===== src/rtl/psc_map.vh =====
`ifndef PSC_MAP_VH
`define PSC_MAP_VH
// word select codes in bits 1:0
`define PSC_SEL_LSB       0
`define PSC_SEL_W1        2'h1
`define PSC_SEL_W2        2'h2
`define PSC_SEL_W3        2'h3
`define PSC_WORD_BITS     32
// feedback_and_output_select_word fields
`define PSC_FBDIV_LSB     2
`define PSC_FBDIV_MSB     11
`define PSC_FBDLY_LSB     12
`define PSC_FBDLY_MSB     14
`define PSC_OUTSEL_LSB    15
`define PSC_OUTSEL_W      3
`define PSC_POLARITY_BIT  30
`define PSC_EXTRES_BIT    31
`define PSC_W1_RESET      32'h5B44_01FD
// loop_control_word fields
`define PSC_HOLD_BIT      2
`define PSC_PWRDN_N_BIT   3
`define PSC_DIVRST_N_BIT  4
`define PSC_BANDGAP_BIT   5
`define PSC_LOCK_WINDOW_SELECT_LSB     6
`define PSC_LOCK_WINDOW_SELECT_MSB     7
`define PSC_W2_RESET      32'h0000_003A
// reserved_zero_word
`define PSC_W3_RESET      32'h0000_0003
// lock detect: successive in-window periods
`define PSC_LOCK_PERIODS  3'h5
`endif


===== src/rtl/psc_config_words.v =====
`timescale 1ns/1ps
`include "psc_map.vh"

module psc_config_words
(
  input  wire        clk_sys,           // system clock, 100 MHz
  input  wire        rst,               // synchronous reset, active high
  input  wire        serialClock,       // serial load clock pin
  input  wire        serialData,        // serial data pin
  input  wire        serialLoadEnable,  // load enable pin, low while shifting
  input  wire [9:0]  refDividerCode,    // reference divider code
  input  wire [2:0]  refDelayCode,      // reference delay code
  input  wire [2:0]  pulseWidthCode,    // detector pulse width code
  input  wire [3:0]  pumpCurrentCode,   // charge pump current code
  input  wire [2:0]  feedbackSelCode,   // feedback source select code
  input  wire        compareStrobe,     // one pulse per detector comparison
  input  wire        compareInWindow,   // edges inside lock window
  input  wire        refCycleMissing,   // pulse: a reference cycle missed
  input  wire        refCyclePresent,   // pulse: a reference cycle seen
  output reg  [10:0] fbDivRatio,        // feedback division ratio
  output reg  [10:0] refDivRatio,       // reference division ratio
  output reg  [11:0] fbDelayPs,         // feedback delay, ps
  output reg  [11:0] refDelayPs,        // reference delay, ps
  output reg  [24:0] outDivRatio,       // five 5-bit output ratios
  output reg  [4:0]  outEnable,         // output drivers on
  output reg         pumpPolarity,      // charge pump polarity
  output reg         extResistorSel,    // external resistor in use
  output reg         holdoverEnable,    // holdover function enabled
  output reg         holdoverActive,    // device in frequency holdover
  output reg         powerDown,         // soft power-down active
  output reg         dividerHoldReset,  // dividers held in reset
  output reg         bandgapEnable,     // bandgap reference on
  output reg  [11:0] lockWindowPs,      // lock window half-width, ps
  output reg         lockStatus,        // loop locked
  output reg  [11:0] pulseWidthPs,      // extra detector pulse width, ps
  output reg  [13:0] pumpCurrentUa,     // pump current, microamps
  output reg  [2:0]  feedbackOutput     // output index fed back
);

  // pin synchronisers; first stage read only by second
  reg  [2:0]  pinMeta_reg;
  reg  [2:0]  pinSync_reg;
  reg  [2:0]  pinPrev_reg;
  // serial shift stage and the stored words
  reg  [31:0] shift_reg;
  reg  [31:0] word1_reg;
  reg  [31:0] word2_reg;
  reg  [31:0] word3_reg;
  // lock run length, saturating at five
  reg  [2:0]  lockCount_reg;
  reg  [2:0]  lockCount_next;
  // edge strobes and the word on its way in
  wire        clkRise;
  wire        loadRise;
  wire [31:0] loadWord;
  wire [1:0]  loadSel;
  wire [24:0] outRatioNext;

  // three pins sampled together; pins idle high, so reset
  // to ones keeps a false edge from following reset
  always @(posedge clk_sys)
  begin
    if (rst)
    begin
      pinMeta_reg <= 3'h7;
      pinSync_reg <= 3'h7;
      pinPrev_reg <= 3'h7;
    end
    else
    begin
      pinMeta_reg <= {serialLoadEnable, serialData, serialClock};
      pinSync_reg <= pinMeta_reg;
      pinPrev_reg <= pinSync_reg;
    end
  end

  // edges found on the synchronised copies only
  assign clkRise  = pinSync_reg[0] & ~pinPrev_reg[0];
  assign loadRise = pinSync_reg[2] & ~pinPrev_reg[2];
  assign loadWord = shift_reg;
  assign loadSel  = shift_reg[`PSC_SEL_LSB+1:`PSC_SEL_LSB];

  // a cut frame keeps older bits; only the last 32 count
  // shift msb first while enable low
  always @(posedge clk_sys)
  begin
    if (rst)
      shift_reg <= 32'h0000_0000;
    else if (clkRise && !pinSync_reg[2])
      shift_reg <= {shift_reg[30:0], pinSync_reg[1]};
  end

  // transfer on load-enable rise by select
  // word 1 holds until reload or power-down, words 2 and 3 until reload
  // select codes 01, 10, 11; no readback path exists
  always @(posedge clk_sys)
  begin
    if (rst)
    begin
      word1_reg <= `PSC_W1_RESET;
      word2_reg <= `PSC_W2_RESET;
      word3_reg <= `PSC_W3_RESET;
    end
    else
    begin
      if (loadRise && loadSel == `PSC_SEL_W2)
        word2_reg <= loadWord;
      if (loadRise && loadSel == `PSC_SEL_W3)
        word3_reg <= loadWord;
      // power-down beats a word 1 load in the same cycle
      // power-down returns dividers to defaults
      if (!word2_reg[`PSC_PWRDN_N_BIT])
        word1_reg <= `PSC_W1_RESET;
      else if (loadRise && loadSel == `PSC_SEL_W1)
        word1_reg <= loadWord;
    end
  end

  // codes 5 to 7 all fall through to divide by 8
  // per-output divider select decode
  genvar gi;
  generate
    for (gi = 0; gi < 5; gi = gi + 1)
    begin : gOutSel
      wire [2:0] sel;
      assign sel = word1_reg[`PSC_OUTSEL_LSB+gi*3+2:`PSC_OUTSEL_LSB+gi*3];
      assign outRatioNext[gi*5+4:gi*5] = (sel == 3'h0) ? 5'h01 :
                                         (sel == 3'h1) ? 5'h02 :
                                         (sel == 3'h2) ? 5'h04 :
                                         (sel == 3'h4) ? 5'h10 : 5'h08;
    end
  endgenerate

  // typical figures only; real delay moves with supply
  // delay code to typical picoseconds
  function [11:0] delayPs;
    input [2:0] code;
    begin
      case (code)
        3'h0:    delayPs = 12'h000;
        3'h1:    delayPs = 12'h096;
        3'h2:    delayPs = 12'h12C;
        3'h3:    delayPs = 12'h1C2;
        3'h4:    delayPs = 12'h258;
        3'h5:    delayPs = 12'h2EE;
        3'h6:    delayPs = 12'h5DC;
        default: delayPs = 12'hABE;
      endcase
    end
  endfunction

  // saturates so the flag holds while strobes keep hitting
  // count successive in-window comparisons
  always @*
  begin
    lockCount_next = lockCount_reg;
    if (!word2_reg[`PSC_PWRDN_N_BIT] || !word2_reg[`PSC_DIVRST_N_BIT])
      lockCount_next = 3'h0;
    else if (compareStrobe && !compareInWindow)
      lockCount_next = 3'h0;
    else if (compareStrobe && lockCount_reg != `PSC_LOCK_PERIODS)
      lockCount_next = lockCount_reg + 3'h1;
  end

  // flag registered so the lock pin comes from a flop
  always @(posedge clk_sys)
  begin
    if (rst)
    begin
      lockCount_reg <= 3'h0;
      lockStatus    <= 1'b0;
    end
    else
    begin
      lockCount_reg <= lockCount_next;
      lockStatus    <= (lockCount_next == `PSC_LOCK_PERIODS);
    end
  end

  // a miss beats a present pulse in the same cycle
  // holdover on first missing reference cycle
  always @(posedge clk_sys)
  begin
    if (rst)
      holdoverActive <= 1'b0;
    else if (!word2_reg[`PSC_HOLD_BIT] || !word2_reg[`PSC_PWRDN_N_BIT])
      holdoverActive <= 1'b0;
    else if (refCycleMissing)
      holdoverActive <= 1'b1;
    else if (refCyclePresent)
      holdoverActive <= 1'b0;
  end

  // decoded fields, registered so every output is a flop
  always @(posedge clk_sys)
  begin
    if (rst)
    begin
      // reset shows the power-up decode, except outDivRatio and outEnable held at zero
      fbDivRatio       <= 11'h080;
      refDivRatio      <= 11'h080;
      fbDelayPs        <= 12'h000;
      refDelayPs       <= 12'h000;
      outDivRatio      <= 25'h0000_000;
      outEnable        <= 5'h00;
      pumpPolarity     <= 1'b1;
      extResistorSel   <= 1'b0;
      holdoverEnable   <= 1'b0;
      powerDown        <= 1'b0;
      dividerHoldReset <= 1'b0;
      bandgapEnable    <= 1'b1;
      lockWindowPs     <= 12'h4B0;
      pulseWidthPs     <= 12'h000;
      pumpCurrentUa    <= 14'h07D0;
      feedbackOutput   <= 3'h3;
    end
    else
    begin
      fbDivRatio <= {1'b0, word1_reg[`PSC_FBDIV_MSB:`PSC_FBDIV_LSB]} + 11'h001;
      // word 0 codes arrive as ports, not through the store
      // same encoding; default forced by power-down
      if (!word2_reg[`PSC_PWRDN_N_BIT])
        refDivRatio <= 11'h080;
      else
        refDivRatio <= {1'b0, refDividerCode} + 11'h001;
      // both delay fields share the table
      fbDelayPs  <= delayPs(word1_reg[`PSC_FBDLY_MSB:`PSC_FBDLY_LSB]);
      refDelayPs <= delayPs(refDelayCode);
      outDivRatio <= outRatioNext;
      // outputs released only when powered up
      outEnable <= word2_reg[`PSC_PWRDN_N_BIT] ? 5'h1F : 5'h00;
      pumpPolarity <= word1_reg[`PSC_POLARITY_BIT];
      extResistorSel <= word1_reg[`PSC_EXTRES_BIT];
      holdoverEnable <= word2_reg[`PSC_HOLD_BIT];
      powerDown <= ~word2_reg[`PSC_PWRDN_N_BIT];
      dividerHoldReset <= ~word2_reg[`PSC_DIVRST_N_BIT];
      bandgapEnable <= word2_reg[`PSC_BANDGAP_BIT];
      // window value only; the phase compare lives outside
      // lock window half-width
      case (word2_reg[`PSC_LOCK_WINDOW_SELECT_MSB:`PSC_LOCK_WINDOW_SELECT_LSB])
        2'h0:    lockWindowPs <= 12'h4B0;
        2'h1:    lockWindowPs <= 12'h708;
        2'h2:    lockWindowPs <= 12'h960;
        default: lockWindowPs <= 12'hBB8;
      endcase
      // extra pulse width; code 7 has no entry, taken as none
      case (pulseWidthCode)
        3'h1:    pulseWidthPs <= 12'h12C;
        3'h2:    pulseWidthPs <= 12'h258;
        3'h3:    pulseWidthPs <= 12'h384;
        3'h4:    pulseWidthPs <= 12'h834;
        3'h5:    pulseWidthPs <= 12'hA8C;
        3'h6:    pulseWidthPs <= 12'hE74;
        default: pulseWidthPs <= 12'h000;
      endcase
      // codes are widened first so the product cannot wrap
      // 625 uA steps or 1 mA steps
      if (pumpCurrentCode[3])
        pumpCurrentUa <= ({11'h000, pumpCurrentCode[2:0]} + 14'h0001) * 14'h03E8;
      else
        pumpCurrentUa <= ({10'h000, pumpCurrentCode} + 14'h0001) * 14'h0271;
      // every spare code feeds output 3 back
      // feedback source routing
      case (feedbackSelCode)
        3'h0:    feedbackOutput <= 3'h0;
        3'h1:    feedbackOutput <= 3'h1;
        3'h2:    feedbackOutput <= 3'h2;
        3'h3:    feedbackOutput <= 3'h4;
        default: feedbackOutput <= 3'h3;
      endcase
    end
  end

endmodule


===== config.mk =====
export PLATFORM = sky130hd
export DESIGN_NAME = psc_config_words
export DESIGN_NICKNAME = d
export VERILOG_FILES = /design/src/rtl/psc_config_words.v
export VERILOG_INCLUDE_DIRS = /design/src /design/src/rtl
export SDC_FILE = /design/constraint.sdc
export NUM_CORES = 1
export LEC_CHECK = 0
export BUFFER_PORTS_ARGS = -buffer_cell sky130_fd_sc_hd__buf_2
export CAP_MARGIN = 40
export CORE_ASPECT_RATIO = 1.25
export CORE_MARGIN = 2
export CORE_UTILIZATION = 38
export DETAILED_ROUTE_END_ITERATION = 8
export HOLD_SLACK_MARGIN = 0.1
export PLACE_DENSITY = 0.68
export SLEW_MARGIN = 20
export SYNTH_ARGS = -nofsm -noshare
export SYNTH_HDL_FRONTEND = slang
export SYNTH_SLANG_ARGS = --single-unit

===== constraint.sdc =====
create_clock -name clk_sys -period 6 [get_ports clk_sys]
set_clock_uncertainty 0.05 [all_clocks]
set_input_delay 1.2 -clock clk_sys [delete_from_list [all_inputs] [get_ports clk_sys]]
set_output_delay 1.2 -clock clk_sys [all_outputs]
set_load 0.05 [all_outputs]

# After elaboration in Yosys (flattened, before gate mapping)
# Cells that the tools add are included.
[word_totals] inputBits=32 reg_bits=209
[op_classes] n_mul=2 reduce_logical=40 n_eq_ne=42 bitwise_logic=6 add_sub_neg=5 muxes=32
[op_table] operator="one-hot mux 12 bit (7 select lines)" n=2
[op_table] operator="one-hot mux 12 bit (6 select lines)" n=1
[op_table] operator="== test 3 bit, second input constant" n=15
[op_table] operator="== test 3 x 2 -> 1 bit, second input constant" n=13
[op_table] operator="one-hot mux 12 bit (3 select lines)" n=1
[op_table] operator="two-way mux 5 bit" n=6
[op_table] operator="== test 3 x 1 -> 1 bit, second input constant" n=9
[op_table] operator="logical NOT 3 bit" n=8
[op_table] operator="two-way mux 3 bit" n=8
[op_table] operator="adder 10 x 1 -> 11 bit, second input constant" n=2
[op_table] operator="OR reduction 4 bit" n=5
[op_table] operator="OR reduction 2 bit" n=8
[op_table] operator="OR reduction 3 bit" n=5
[op_table] operator="multiplier 5 x 10 -> 14 bit, second input constant" n=1
[op_table] operator="two-way mux 14 bit" n=1
[op_table] operator="one-hot mux 3 bit (4 select lines)" n=1
[op_table] operator="multiplier 4 x 7 -> 11 bit, second input constant" n=1
[op_table] operator="two-way mux 2 bit" n=5
[op_table] operator="two-way mux 1 bit" n=7
[op_table] operator="adder 4 x 1 -> 5 bit, second input constant" n=1
[op_table] operator="logical AND 1 bit" n=5
[op_table] operator="logical NOT 1 bit" n=5
[op_table] operator="adder 3 x 1 -> 4 bit, second input constant" n=1
[op_table] operator="== test 2 x 1 -> 1 bit, second input constant" n=2
[op_table] operator="other kinds (8)" n=14

# Longest topological paths before layout
# Gate-level depths: netlist of run 1.
[logic_depth] ltp_word=6 depth_mapped=15

# Worst setup path after synthesis of run 1
# No wires, ideal clock.
[synth_timing] path_type="input to register" start="input port pumpCurrentCode[0]" end="register pumpCurrentUa[12]" path_slack_ns=1.206 path_stages=14 required_time_ns=5.816 arrival_ns=4.610 cell_sequence="ha_1 xnor2_1 inv_1 fa_1 ha_1 inv_1 fa_1 inv_1 ha_1 a21oi_1 o31ai_2 o21ba_2 o21ai_0 or4b_1"
[synth_via] elab_chain_len=3
[synth_lines] item="start: declaration" line="psc_config_words.v:14" rtl="input wire [3:0] pumpCurrentCode,"
[synth_lines] item="adder 4 x 1 -> 5 bit / adder 3 x 1 -> 4 bit (equally long branches)" line="psc_config_words.v:261, psc_config_words.v:259"
[synth_lines] item="multiplier 5 x 10 -> 14 bit / multiplier 4 x 7 -> 11 bit (equally long branches)" line="psc_config_words.v:261, psc_config_words.v:259"
[synth_lines] item="two-way mux 14 bit *" line="psc_config_words.v:258" rtl="if (pumpCurrentCode[3])"
[synth_lines] item="end signal: assignment" line="psc_config_words.v:259" rtl="pumpCurrentUa <= ({11'h000, pumpCurrentCode[2:0]} + 14'h0001) * 14'h03E8;"
[synth_lines] item="end signal: assignment" line="psc_config_words.v:261" rtl="pumpCurrentUa <= ({10'h000, pumpCurrentCode} + 14'h0001) * 14'h0271;"
[synth_lines] item="end: declaration" line="psc_config_words.v:36" rtl="output reg [13:0] pumpCurrentUa,"
# Mark *: on every way between the ends. The rest lies on a longest branch, timed or not.
# A chain may end at the register's enable or synchronous reset.

# Worst setup path in the final report of run 1
[layout_timing] start="input port pumpCurrentCode[0]" end="register pumpCurrentUa[13]"
# Same word-level chain as after synthesis.

==> metrics, run 1 <==
Final Cycle Share 0.823; worst path required time 6.22 ns; Reg area 0.00382 mm2; Max-Slew Margin vs Limit 0.556; final hold slack around 0.36 ns; R2R Path Start word2_reg[3]; critical path type input pin to register; Pre-Repair DR Iteration Count 4; die area 0.0211 mm2; first-pass GRT wire length 24700 um; register bit total from synthesis 191; Synth top cells by count 191 x dfxtp_1, 142 x nand2_1, 68 x a21oi_1, 66 x nor2_1, 46 x ha_1; peak supply drop 0.000187 V; Post-synth EDFFs 0; distinct cell type count after synthesis 49; nature of the critical path endpoint register; largest cells by area after synthesis dfxtp_1 51%, ha_1 7.6%, nand2_1 7.0%; final max-slew violation count 0; Post-CTS Setup Repair Bufs 0; CTS tree yes; Yosys top cell area share 0.505; Post-Syn Instances 817; vias in the first global route 5356; number of flip-flops under the largest register name 32; Post-DRT Antenna Nets 0; Final Critical Period 4.94 ns; ys flop type dfxtp_1; outcome complete, no violations; hold depth 1; CTS Buf Count 17; Power per Cell Area 327 mW/mm2; via count 5744; # DRC 0; io pins between 150 and 200; # hold bufs at CTS 0; Hold/Removal Path Class register to register; fmax 203 MHz; final setup fails 0; grt ovf 0; ys async rst share 0; n_diodes 0; crit-path max FO 10; Multi-input gate area 0.00342 mm2; flop2flop setup slack 3.99 ns; worst slew pin tran 0.666 ns; synthesized area 0.00757 mm2; startpoint types input pin; dpl cells 1190; non-filler instance count after layout 1222; max-capacitance violation count 0; Syn Area/Cell 9.27 um2; DRT iter0 DRCs 205; Final Wtd Congestion 0.804; Bufs on Longest Clock Path 2; R2R cell count 5; largest net degree at the start of global routing 57; Clock transition at path regs about 0.070 ns; Layout fillers ~1900; clk root buf clkbuf_16; fraction of layout cells with a size suffix above 1 0.220; Core Area 0.0195 mm2; Global Route Usage Sum 0.145; Leak 4.07 nW; Hold Path End pinSync_reg[1]; die width 130 um; HPWL Detailed 10700 um; post-DR wirelength/cell 12.3 um; sequential-to-total area share from yosys stat 0.505; cts repair resizes 0; nets 1033; most numerous cell in the Yosys netlist dfxtp_1; Skew-Pair Late Insertion Delay 0.42 ns; warning count from the yosys run 0; HP Start pinMeta_reg[1]; Vias/cell between 4 and 5; Row Count 57; worst slack at placement between 0.6 and 0.7 ns; final setup margin ~1.1 ns; routed wire length ~15000 um; CTS HTree Levels 4; FF-to-FF End lockStatus; RSZ-0062 raised after global routing no; cell taking the most area after synthesis dfxtp_1; final hold vios 0; IO Port Bufs 149; Die Height 162 um; Initial Utilization 0.389; Layout area overhead 20.9%; initial antenna violation count 0; Crit path arrival time ~5.2 ns; setup_tns 0 ns; Sink Count 191
cells by family (layout without fill, tap and decap cells):
| family | Yosys count | in the layout | share of synthesized area |
|---|---|---|---|
| compound gates | 113 | 113 | 0.0883 |
| other cells | 1 | 7 | 0.000495 |
| fa+ha+maj | 57 | 57 | 0.105 |
| simple gates | 336 | 336 | 0.211 |
| buf+inv | 84 | 218 | 0.0486 |
| flops | 191 | 191 | 0.505 |
| xor+xnor | 29 | 29 | 0.0335 |
| mux | 6 | 6 | 0.00810 |
cells in the final DEF (no fill, tap or decap), types with 2 or more instances in the layout:
master,n
o22ai_1,2
nor4_1,7
nor4b_1,17
or2_2,14
nand2_1,142
a211o_1,7
conb_1,7
xor2_1,14
o21ai_0,16
nand2b_1,10
or3_1,5
a21oi_1,68
and3_1,4
xnor2_1,15
o211a_1,2
a21o_1,2
fa_1,11
a2111oi_0,2
buf_2,148
or3b_2,2
inv_1,29
inv_6,6
ha_1,46
nor2b_1,17
nand3_1,29
buf_4,7
dfxtp_1,191
bufinv_16,5
nor3_1,15
nor2_1,66
clkbuf_16,17
a211oi_1,5
o21bai_1,2
mux2i_1,5
area by class of cell:
class | instances | share of cell area
inverters | 30 | 0.0123
clock buffers | 18 | 0.0469
flip-flops and latches | 191 | 0.418
clock inverters | 14 | 0.0245
well taps | 265 | 0.0362
multi-input cells | 548 | 0.374
repair buffers | 156 | 0.0888
how the worst max path moves through the flow:
stage,startpoint,endpoint,slack (ns)
floorplan,pumpCurrentCode[0],pumpCurrentUa[12],1.21
global placement,pumpCurrentCode[0],pumpCurrentUa[12],0.78
detailed placement,pumpCurrentCode[0],pumpCurrentUa[12],0.66
CTS,pumpCurrentCode[0],pumpCurrentUa[12],1.09
global route,pumpCurrentCode[0],pumpCurrentUa[13],0.70
finish,pumpCurrentCode[0],pumpCurrentUa[13],1.06
power by group:
part / internal [mW] / switching, mW
Sequential: 1.30 / 0.00916
Clock: 0.748 / 0.490
Combinational: 0.148 / 0.296
Total: 2.20 / 0.795
per-layer routing:
| layer | wire length [um] | vias to the layer above | global-route usage |
|---|---|---|---|
| met5 | 0 | - | 0 |
| met4 | 265 | 0 | 0.0523 |
| met3 | 655 | 24 | 0.0352 |
| met2 | 7550 | 120 | 0.259 |
| met1 | 6590 | 2655 | 0.168 |
| li1 | - | 2945 | - |
worst max-delay path, stage by stage:
cell       delay, ns
buf_2           0.20
ha_1            0.29
xnor2_1         0.40
inv_1           0.30
fa_1            0.60
ha_1            0.14
inv_1           0.05
fa_1            0.48
inv_1           0.05
ha_1            0.33
a21oi_1         0.22
o21ai_0         0.13
a21o_1          0.22
a2111oi_0       0.42
a2111oi_0       0.13
per-stage QoR:
stage / utilization / area, um2 / total power [mW]
floorplan: - / 7590 / 1.68
global placement: 0.436 / 8480 / 1.77
detailed placement: 0.437 / 8500 / 1.78
CTS: 0.470 / 9160 / 3.03
global route: 0.470 / 9160 / 3.13
finish: 0.470 / 9160 / 2.99
No activity file was read; power rests on OpenSTA's default activity.
==> run 2: changes to the inputs <==
Settings changed: ABC_AREA set to 1.
Clock period 6 ns to 4.7 ns, I/O delays scaled along.
==> run 2 against run 1 <==
Compared with the run above:
- setup slack worse by 0.32 ns
- design area is 0.55% lower
- final cell count is 6.1% higher
- clock power is 11% higher
- clock-buffer cell count stayed put
- non-clock buffer count is 5 higher
- global-route usage is 0.94 points higher
- sequential cell count stayed put
- critical path depth is 3 higher
- sequential share of layout area is 0.23 points higher
==> metrics, run 2 <==
post-DR wirelength/cell 12.2 um; nature of the critical path endpoint register; Core Area approximately 0.019 mm2; fmax 253 MHz; CTS HTree Levels 4; HPWL Detailed roughly 11000 um; ys async rst share 0; fraction of layout cells with a size suffix above 1 0.208; commonest non-fill, non-tap cell in the layout dfxtp_1; Clock transition at path regs 0.07 ns; largest cells by area after synthesis dfxtp_1 50%, ha_1 7.6%, a21oi_1 6.5%; CTS tree yes; warning count from the yosys run 0; CP peak stage delay about 0.5 ns; R2R Path Start word2_reg[3]; worst path required time 4.93 ns; Pre-Repair DR Iteration Count 5; ys flop type dfxtp_1; Global Route Usage Sum 0.155; flop2flop setup slack 2.77 ns; Row Count 57; startpoint types input pin; HP Start pinMeta_reg[0]; clk root buf clkbuf_16; Final Util 0.468; synthesized area 0.00757 mm2; grt ovf 0; setup_tns 0 ns; hold depth 1; sequential-to-total area share from yosys stat 0.505; Max-Slew Margin vs Limit 0.503; n_diodes 0; register bit total from synthesis about 190; cts repair resizes 0; Syn Area/Cell 8.62 um2; Post-synth EDFFs 0; distinct cell type count after synthesis 37; R2R cell count 5; Hold Path End pinSync_reg[0]; vias in the first global route 5596; Bufs on Longest Clock Path 2; # hold bufs at CTS 0; number of flip-flops under the largest register name 32; crit path cell chain buf_2 -> inv_1 -> nor3_1 -> nand2_1 -> nand2_1 -> inv_1 -> fa_1 -> ha_1 -> inv_1 -> fa_1 -> inv_1 -> ha_1 -> nand2_1 -> nand2_1 -> a21boi_0 -> nand3b_1 -> nand3_1 -> a21oi_1; final setup fails 0; # DRC 0; Post-DRT Antenna Nets 0; Leak 4.30 nW; critical path type input pin to register; routed wire length 15900 um; cell taking the most area after synthesis dfxtp_1; Final Cycle Share 0.841; CTS Buf Count 17; non-filler instance count after layout 1297; Hold/Removal Path Class register to register; RSZ-0062 raised after global routing no; IO Port Bufs 149; Power per Cell Area 393 mW/mm2; DRT iter0 DRCs 269; Crit path arrival time roughly 4.2 ns; crit-path max FO 9; largest net degree at the start of global routing 73; worst slew pin tran 0.745 ns; die area 0.0211 mm2; Post-Syn Instances 879; critical path's slowest cell fa_1; Layout area overhead 20.2%; first-pass GRT wire length 25800 um; io pins 157; Skew-Pair Late Insertion Delay approximately 0.43 ns; Die Height between 150 and 200 um; final max-slew violation count 0; Yosys top cell area share 0.505; outcome complete, no violations; FF-to-FF End word1_reg[26]; Post-CTS Setup Repair Bufs 0; CP Launch Point pumpCurrentCode[0]; final hold slack about 0.36 ns; Vias/cell 4.61; Sink Count 191; max-capacitance violation count 0; initial antenna violation count 0; commonest cells after routing, fill and taps aside 191 x dfxtp_1, 149 x buf_2, 128 x inv_1; nets 1108; Initial Utilization 0.389; dpl cells 1265; die width 130 um; via count about 6000; peak supply drop about 0.00025 V; Final Wtd Congestion 0.877; Synth top cells by count 191 x dfxtp_1, 128 x inv_1, 99 x a21oi_1, 87 x nand2_1, 74 x o21ai_0; Final Critical Period 3.95 ns; Layout fillers 1903; final hold vios 0; most numerous cell in the Yosys netlist dfxtp_1
-- run 2: changes by cell type in the layout (fill, tap and decap cells not counted), moves of 12 or more --
cell	before	now
nor2b_1	17	0
xor2_1	14	2
o21ai_0	16	74
nand2_1	142	87
a21oi_1	68	99
inv_1	29	128
nor4b_1	17	0
xnor2_1	15	2
-- run 2: metrics by stage --
step / power [mW] / instance area [um2] / setup WS, ns
3_3_place_gp: 2.23 / 8510 / 0.364
2_1_floorplan: 2.11 / 7600 / 0.508
6_report: 3.58 / 9110 / 0.746
5_1_grt: 3.75 / 9110 / 0.418
4_1_cts: 3.62 / 9110 / 0.757
3_5_place_dp: 2.24 / 8530 / 0.336
-- run 2: kinds of logic (layout without fill, tap and decap cells) --
| logic type | count (synthesis) | in the layout | share of synthesized area |
|---|---|---|---|
| fa+ha+maj | 57 | 57 | 0.105 |
| flops | 191 | 191 | 0.505 |
| buf+inv | 178 | 325 | 0.0975 |
| other cells | 1 | 7 | 0.000495 |
| simple gates | 243 | 243 | 0.145 |
| xor+xnor | 4 | 4 | 0.00463 |
| compound gates | 205 | 205 | 0.143 |
-- run 2: critical path, delay by kind of cell --
family,cells,cell delay [ns]
and+or+nand+nor,7,0.84
adders and majority gates,4,1.47
AOI/OAI and AO/OA,2,0.28
buffers and inverters,5,0.64
-- run 2: how the worst max path moves through the flow --
stage / end / cells after the start
2_1_floorplan: pumpCurrentUa[12] / 17
3_3_place_gp: pumpCurrentUa[12] / 18
3_5_place_dp: pumpCurrentUa[12] / 18
4_1_cts: pumpCurrentUa[12] / 18
5_1_grt: pumpCurrentUa[12] / 19
6_report: pumpCurrentUa[12] / 18
-- run 2: final cells by class --
class	count	area, um2	share of cell area
tap	265	332	0.0364
timing repair buffer	161	843	0.0926
clock inverter	14	149	0.0164
sequential	191	3820	0.420
multi-input combinational	516	3030	0.333
inverter	132	495	0.0544
clock buffer	18	429	0.0471
-- run 2: per-layer routing --
metal	track usage	vias to the layer above	part of all wire
met5	0	-	0
met3	0.0366	32	0.054
met1	0.176	2693	0.42
met2	0.269	147	0.49
met4	0.0767	0	0.034
li1	-	3109	-
-- run 2: power by group --
| group | switching, mW | internal, mW |
|---|---|---|
| registers | 0.0134 | 1.66 |
| clock network | 0.676 | 0.706 |
| logic | 0.371 | 0.159 |
| total | 1.06 | 2.52 |
==> run 3: changes to the inputs <==
Settings changed: ABC_AREA 1 to 0.
Clock period 4.7 ns to 3.8 ns, I/O delays scaled along.
==> run 3 against run 2 <==
Compared with the run above:
- power is 30% higher
- utilization is 1.8 points higher
- clock-buffer cell count is 1 lower
- non-clock buffer count is 29 higher
- sequential power is 24% higher
- register-to-register slack worse by 0.98 ns
- via count is 2.3% lower
- global-route usage is 0.73 points lower
- sequential cell count stayed put
- largest cell class unchanged
==> metrics, run 3 (synthesis gave the netlist of run 1 again) <==
Global Route Usage Sum 0.148; Pre-Repair DR Iteration Count 4; initial antenna violation count 0; fmax 272 MHz; outcome complete, no violations; FF-to-FF End lockStatus; via count 5841; Core Area 0.0195 mm2; startpoint types input pin; CTS HTree Levels 4; HPWL Detailed between 10000 and 15000 um; Skew-Pair Late Insertion Delay 0.42 ns; commonest non-fill, non-tap cell in the layout dfxtp_1; clk root buf clkbuf_16; routed wire length 15400 um; Max-Slew Margin vs Limit 0.513; CTS tree yes; Hold Path End pinSync_reg[2]; Layout fillers around 1800; Sink Count 191; nature of the critical path endpoint register; flop2flop setup slack 1.79 ns; # DRC 0; Post-DP Area roughly 0.0088 mm2; Row Count 57; Layout area overhead 25.0%; Post-DRT Antenna Nets 0; nets 1067; Final Critical Period around 3.7 ns; die area 0.0211 mm2; final instance area 0.00946 mm2; crit-path max FO 6; Final Cycle Share 0.967; Clock transition at path regs around 0.07 ns; R2R cell count 5; # hold bufs at CTS 0; Hold/Removal Path Class register to register; dpl cells 1224; Die Height between 150 and 200 um; Vias/cell around 4.7; final hold vios 0; Bufs on Longest Clock Path 2; io pins 157; die width approximately 130 um; peak supply drop approximately 0.00029 V; CTS Buf Count 17; final max-slew violation count 0; grt ovf 0; Final Wtd Congestion ~0.81; post-DR wirelength/cell between 10 and 15 um; n_diodes 0; Power per Cell Area 492 mW/mm2; Multi-input gate area 0.00354 mm2; max-capacitance violation count 0; vias in the first global route 5384; DRT iter0 DRCs between 150 and 200; RSZ-0062 raised after global routing no; cts repair resizes 0; R2R Path Start word2_reg[3]; final setup fails 0; first-pass GRT wire length 24900 um; final hold slack 0.362 ns; Post-CTS Setup Repair Bufs 0; number of flip-flops under the largest register name 32; HP Start pinMeta_reg[2]; setup_tns 0 ns; worst path required time 4.04 ns; Initial Utilization 0.389; commonest cells after routing, fill and taps aside 191 x dfxtp_1, 149 x buf_2, 142 x nand2_1; Crit path arrival time slightly below 4 ns; Leak 4.21 nW; hold depth 1; critical path type input pin to register; non-filler instance count after layout roughly 1300; worst slew pin tran about 0.73 ns; Reg area 0.00382 mm2; largest net degree at the start of global routing 104; IO Port Bufs 149; fraction of layout cells with a size suffix above 1 0.262
-- run 3: cell count changes in the layout (fill, tap and decap cells not counted), sizes merged, moves of 12 or more --
| cell | change |
|---|---|
| a21oi | -31 |
| nand2 | +55 |
| inv | -102 |
| buf | +29 |
| xnor2 | +13 |
| o21ai | -67 |
| nor2b | +17 |
| nor4b | +17 |
| xor2 | +12 |
-- run 3: critical path, stage by stage --
cell and delay [ns]:
buf_2 0.14, ha_4 0.19, xnor2_4 0.16, inv_4 0.08, fa_1 0.56, ha_1 0.15
inv_1 0.05, fa_1 0.47, inv_1 0.06, ha_4 0.23, a21oi_4 0.16, o21ai_0 0.14
a21o_1 0.21, a2111oi_1 0.46, a2111oi_2 0.10
-- run 3: layout make-up --
class | count | share of cell area
clock inverters | 14 | 0.0167
multi-input cells | 548 | 0.374
repair buffers | 190 | 0.113
inverters | 30 | 0.0122
clock buffers | 17 | 0.0450
well taps | 265 | 0.0350
flip-flops and latches | 191 | 0.404
-- run 3: how the worst max path moves through the flow --
| stage | startpoint | endpoint | depth (start not counted) |
|---|---|---|---|
| finish | pumpCurrentCode[0] | pumpCurrentUa[13] | 15 |
| global route | pumpCurrentCode[0] | pumpCurrentUa[13] | 15 |
| CTS | pumpCurrentCode[0] | pumpCurrentUa[12] | 15 |
| detailed placement | pumpCurrentCode[0] | pumpCurrentUa[12] | 15 |
| global placement | pumpCurrentCode[0] | pumpCurrentUa[12] | 15 |
| floorplan | pumpCurrentCode[3] | pumpCurrentUa[12] | 15 |
-- run 3: layer usage --
layer,GRT usage,up-vias,part of all wire
met5,0,-,0
met4,0.0455,0,0.015
met3,0.0369,16,0.046
met2,0.263,108,0.51
met1,0.173,2709,0.43
li1,-,3008,-
-- run 3: per-stage QoR --
stage / total power, mW / setup slack (ns) / utilization
after global placement: 2.92 / -0.305 / 0.454
after detailed placement: 2.93 / -0.365 / 0.454
after CTS: 4.70 / 0.0877 / 0.484
after global routing: 4.87 / 0.00580 / 0.486
after floorplan: 2.68 / -0.0860 / -
final: 4.66 / 0.125 / 0.486
-- run 3: power by group --
part           internal (mW)  total [mW]  switching (mW)
Combinational          0.323       0.828           0.505
Clock                  0.980        1.76           0.780
Sequential              2.05        2.07          0.0147
Total                   3.36        4.66            1.30
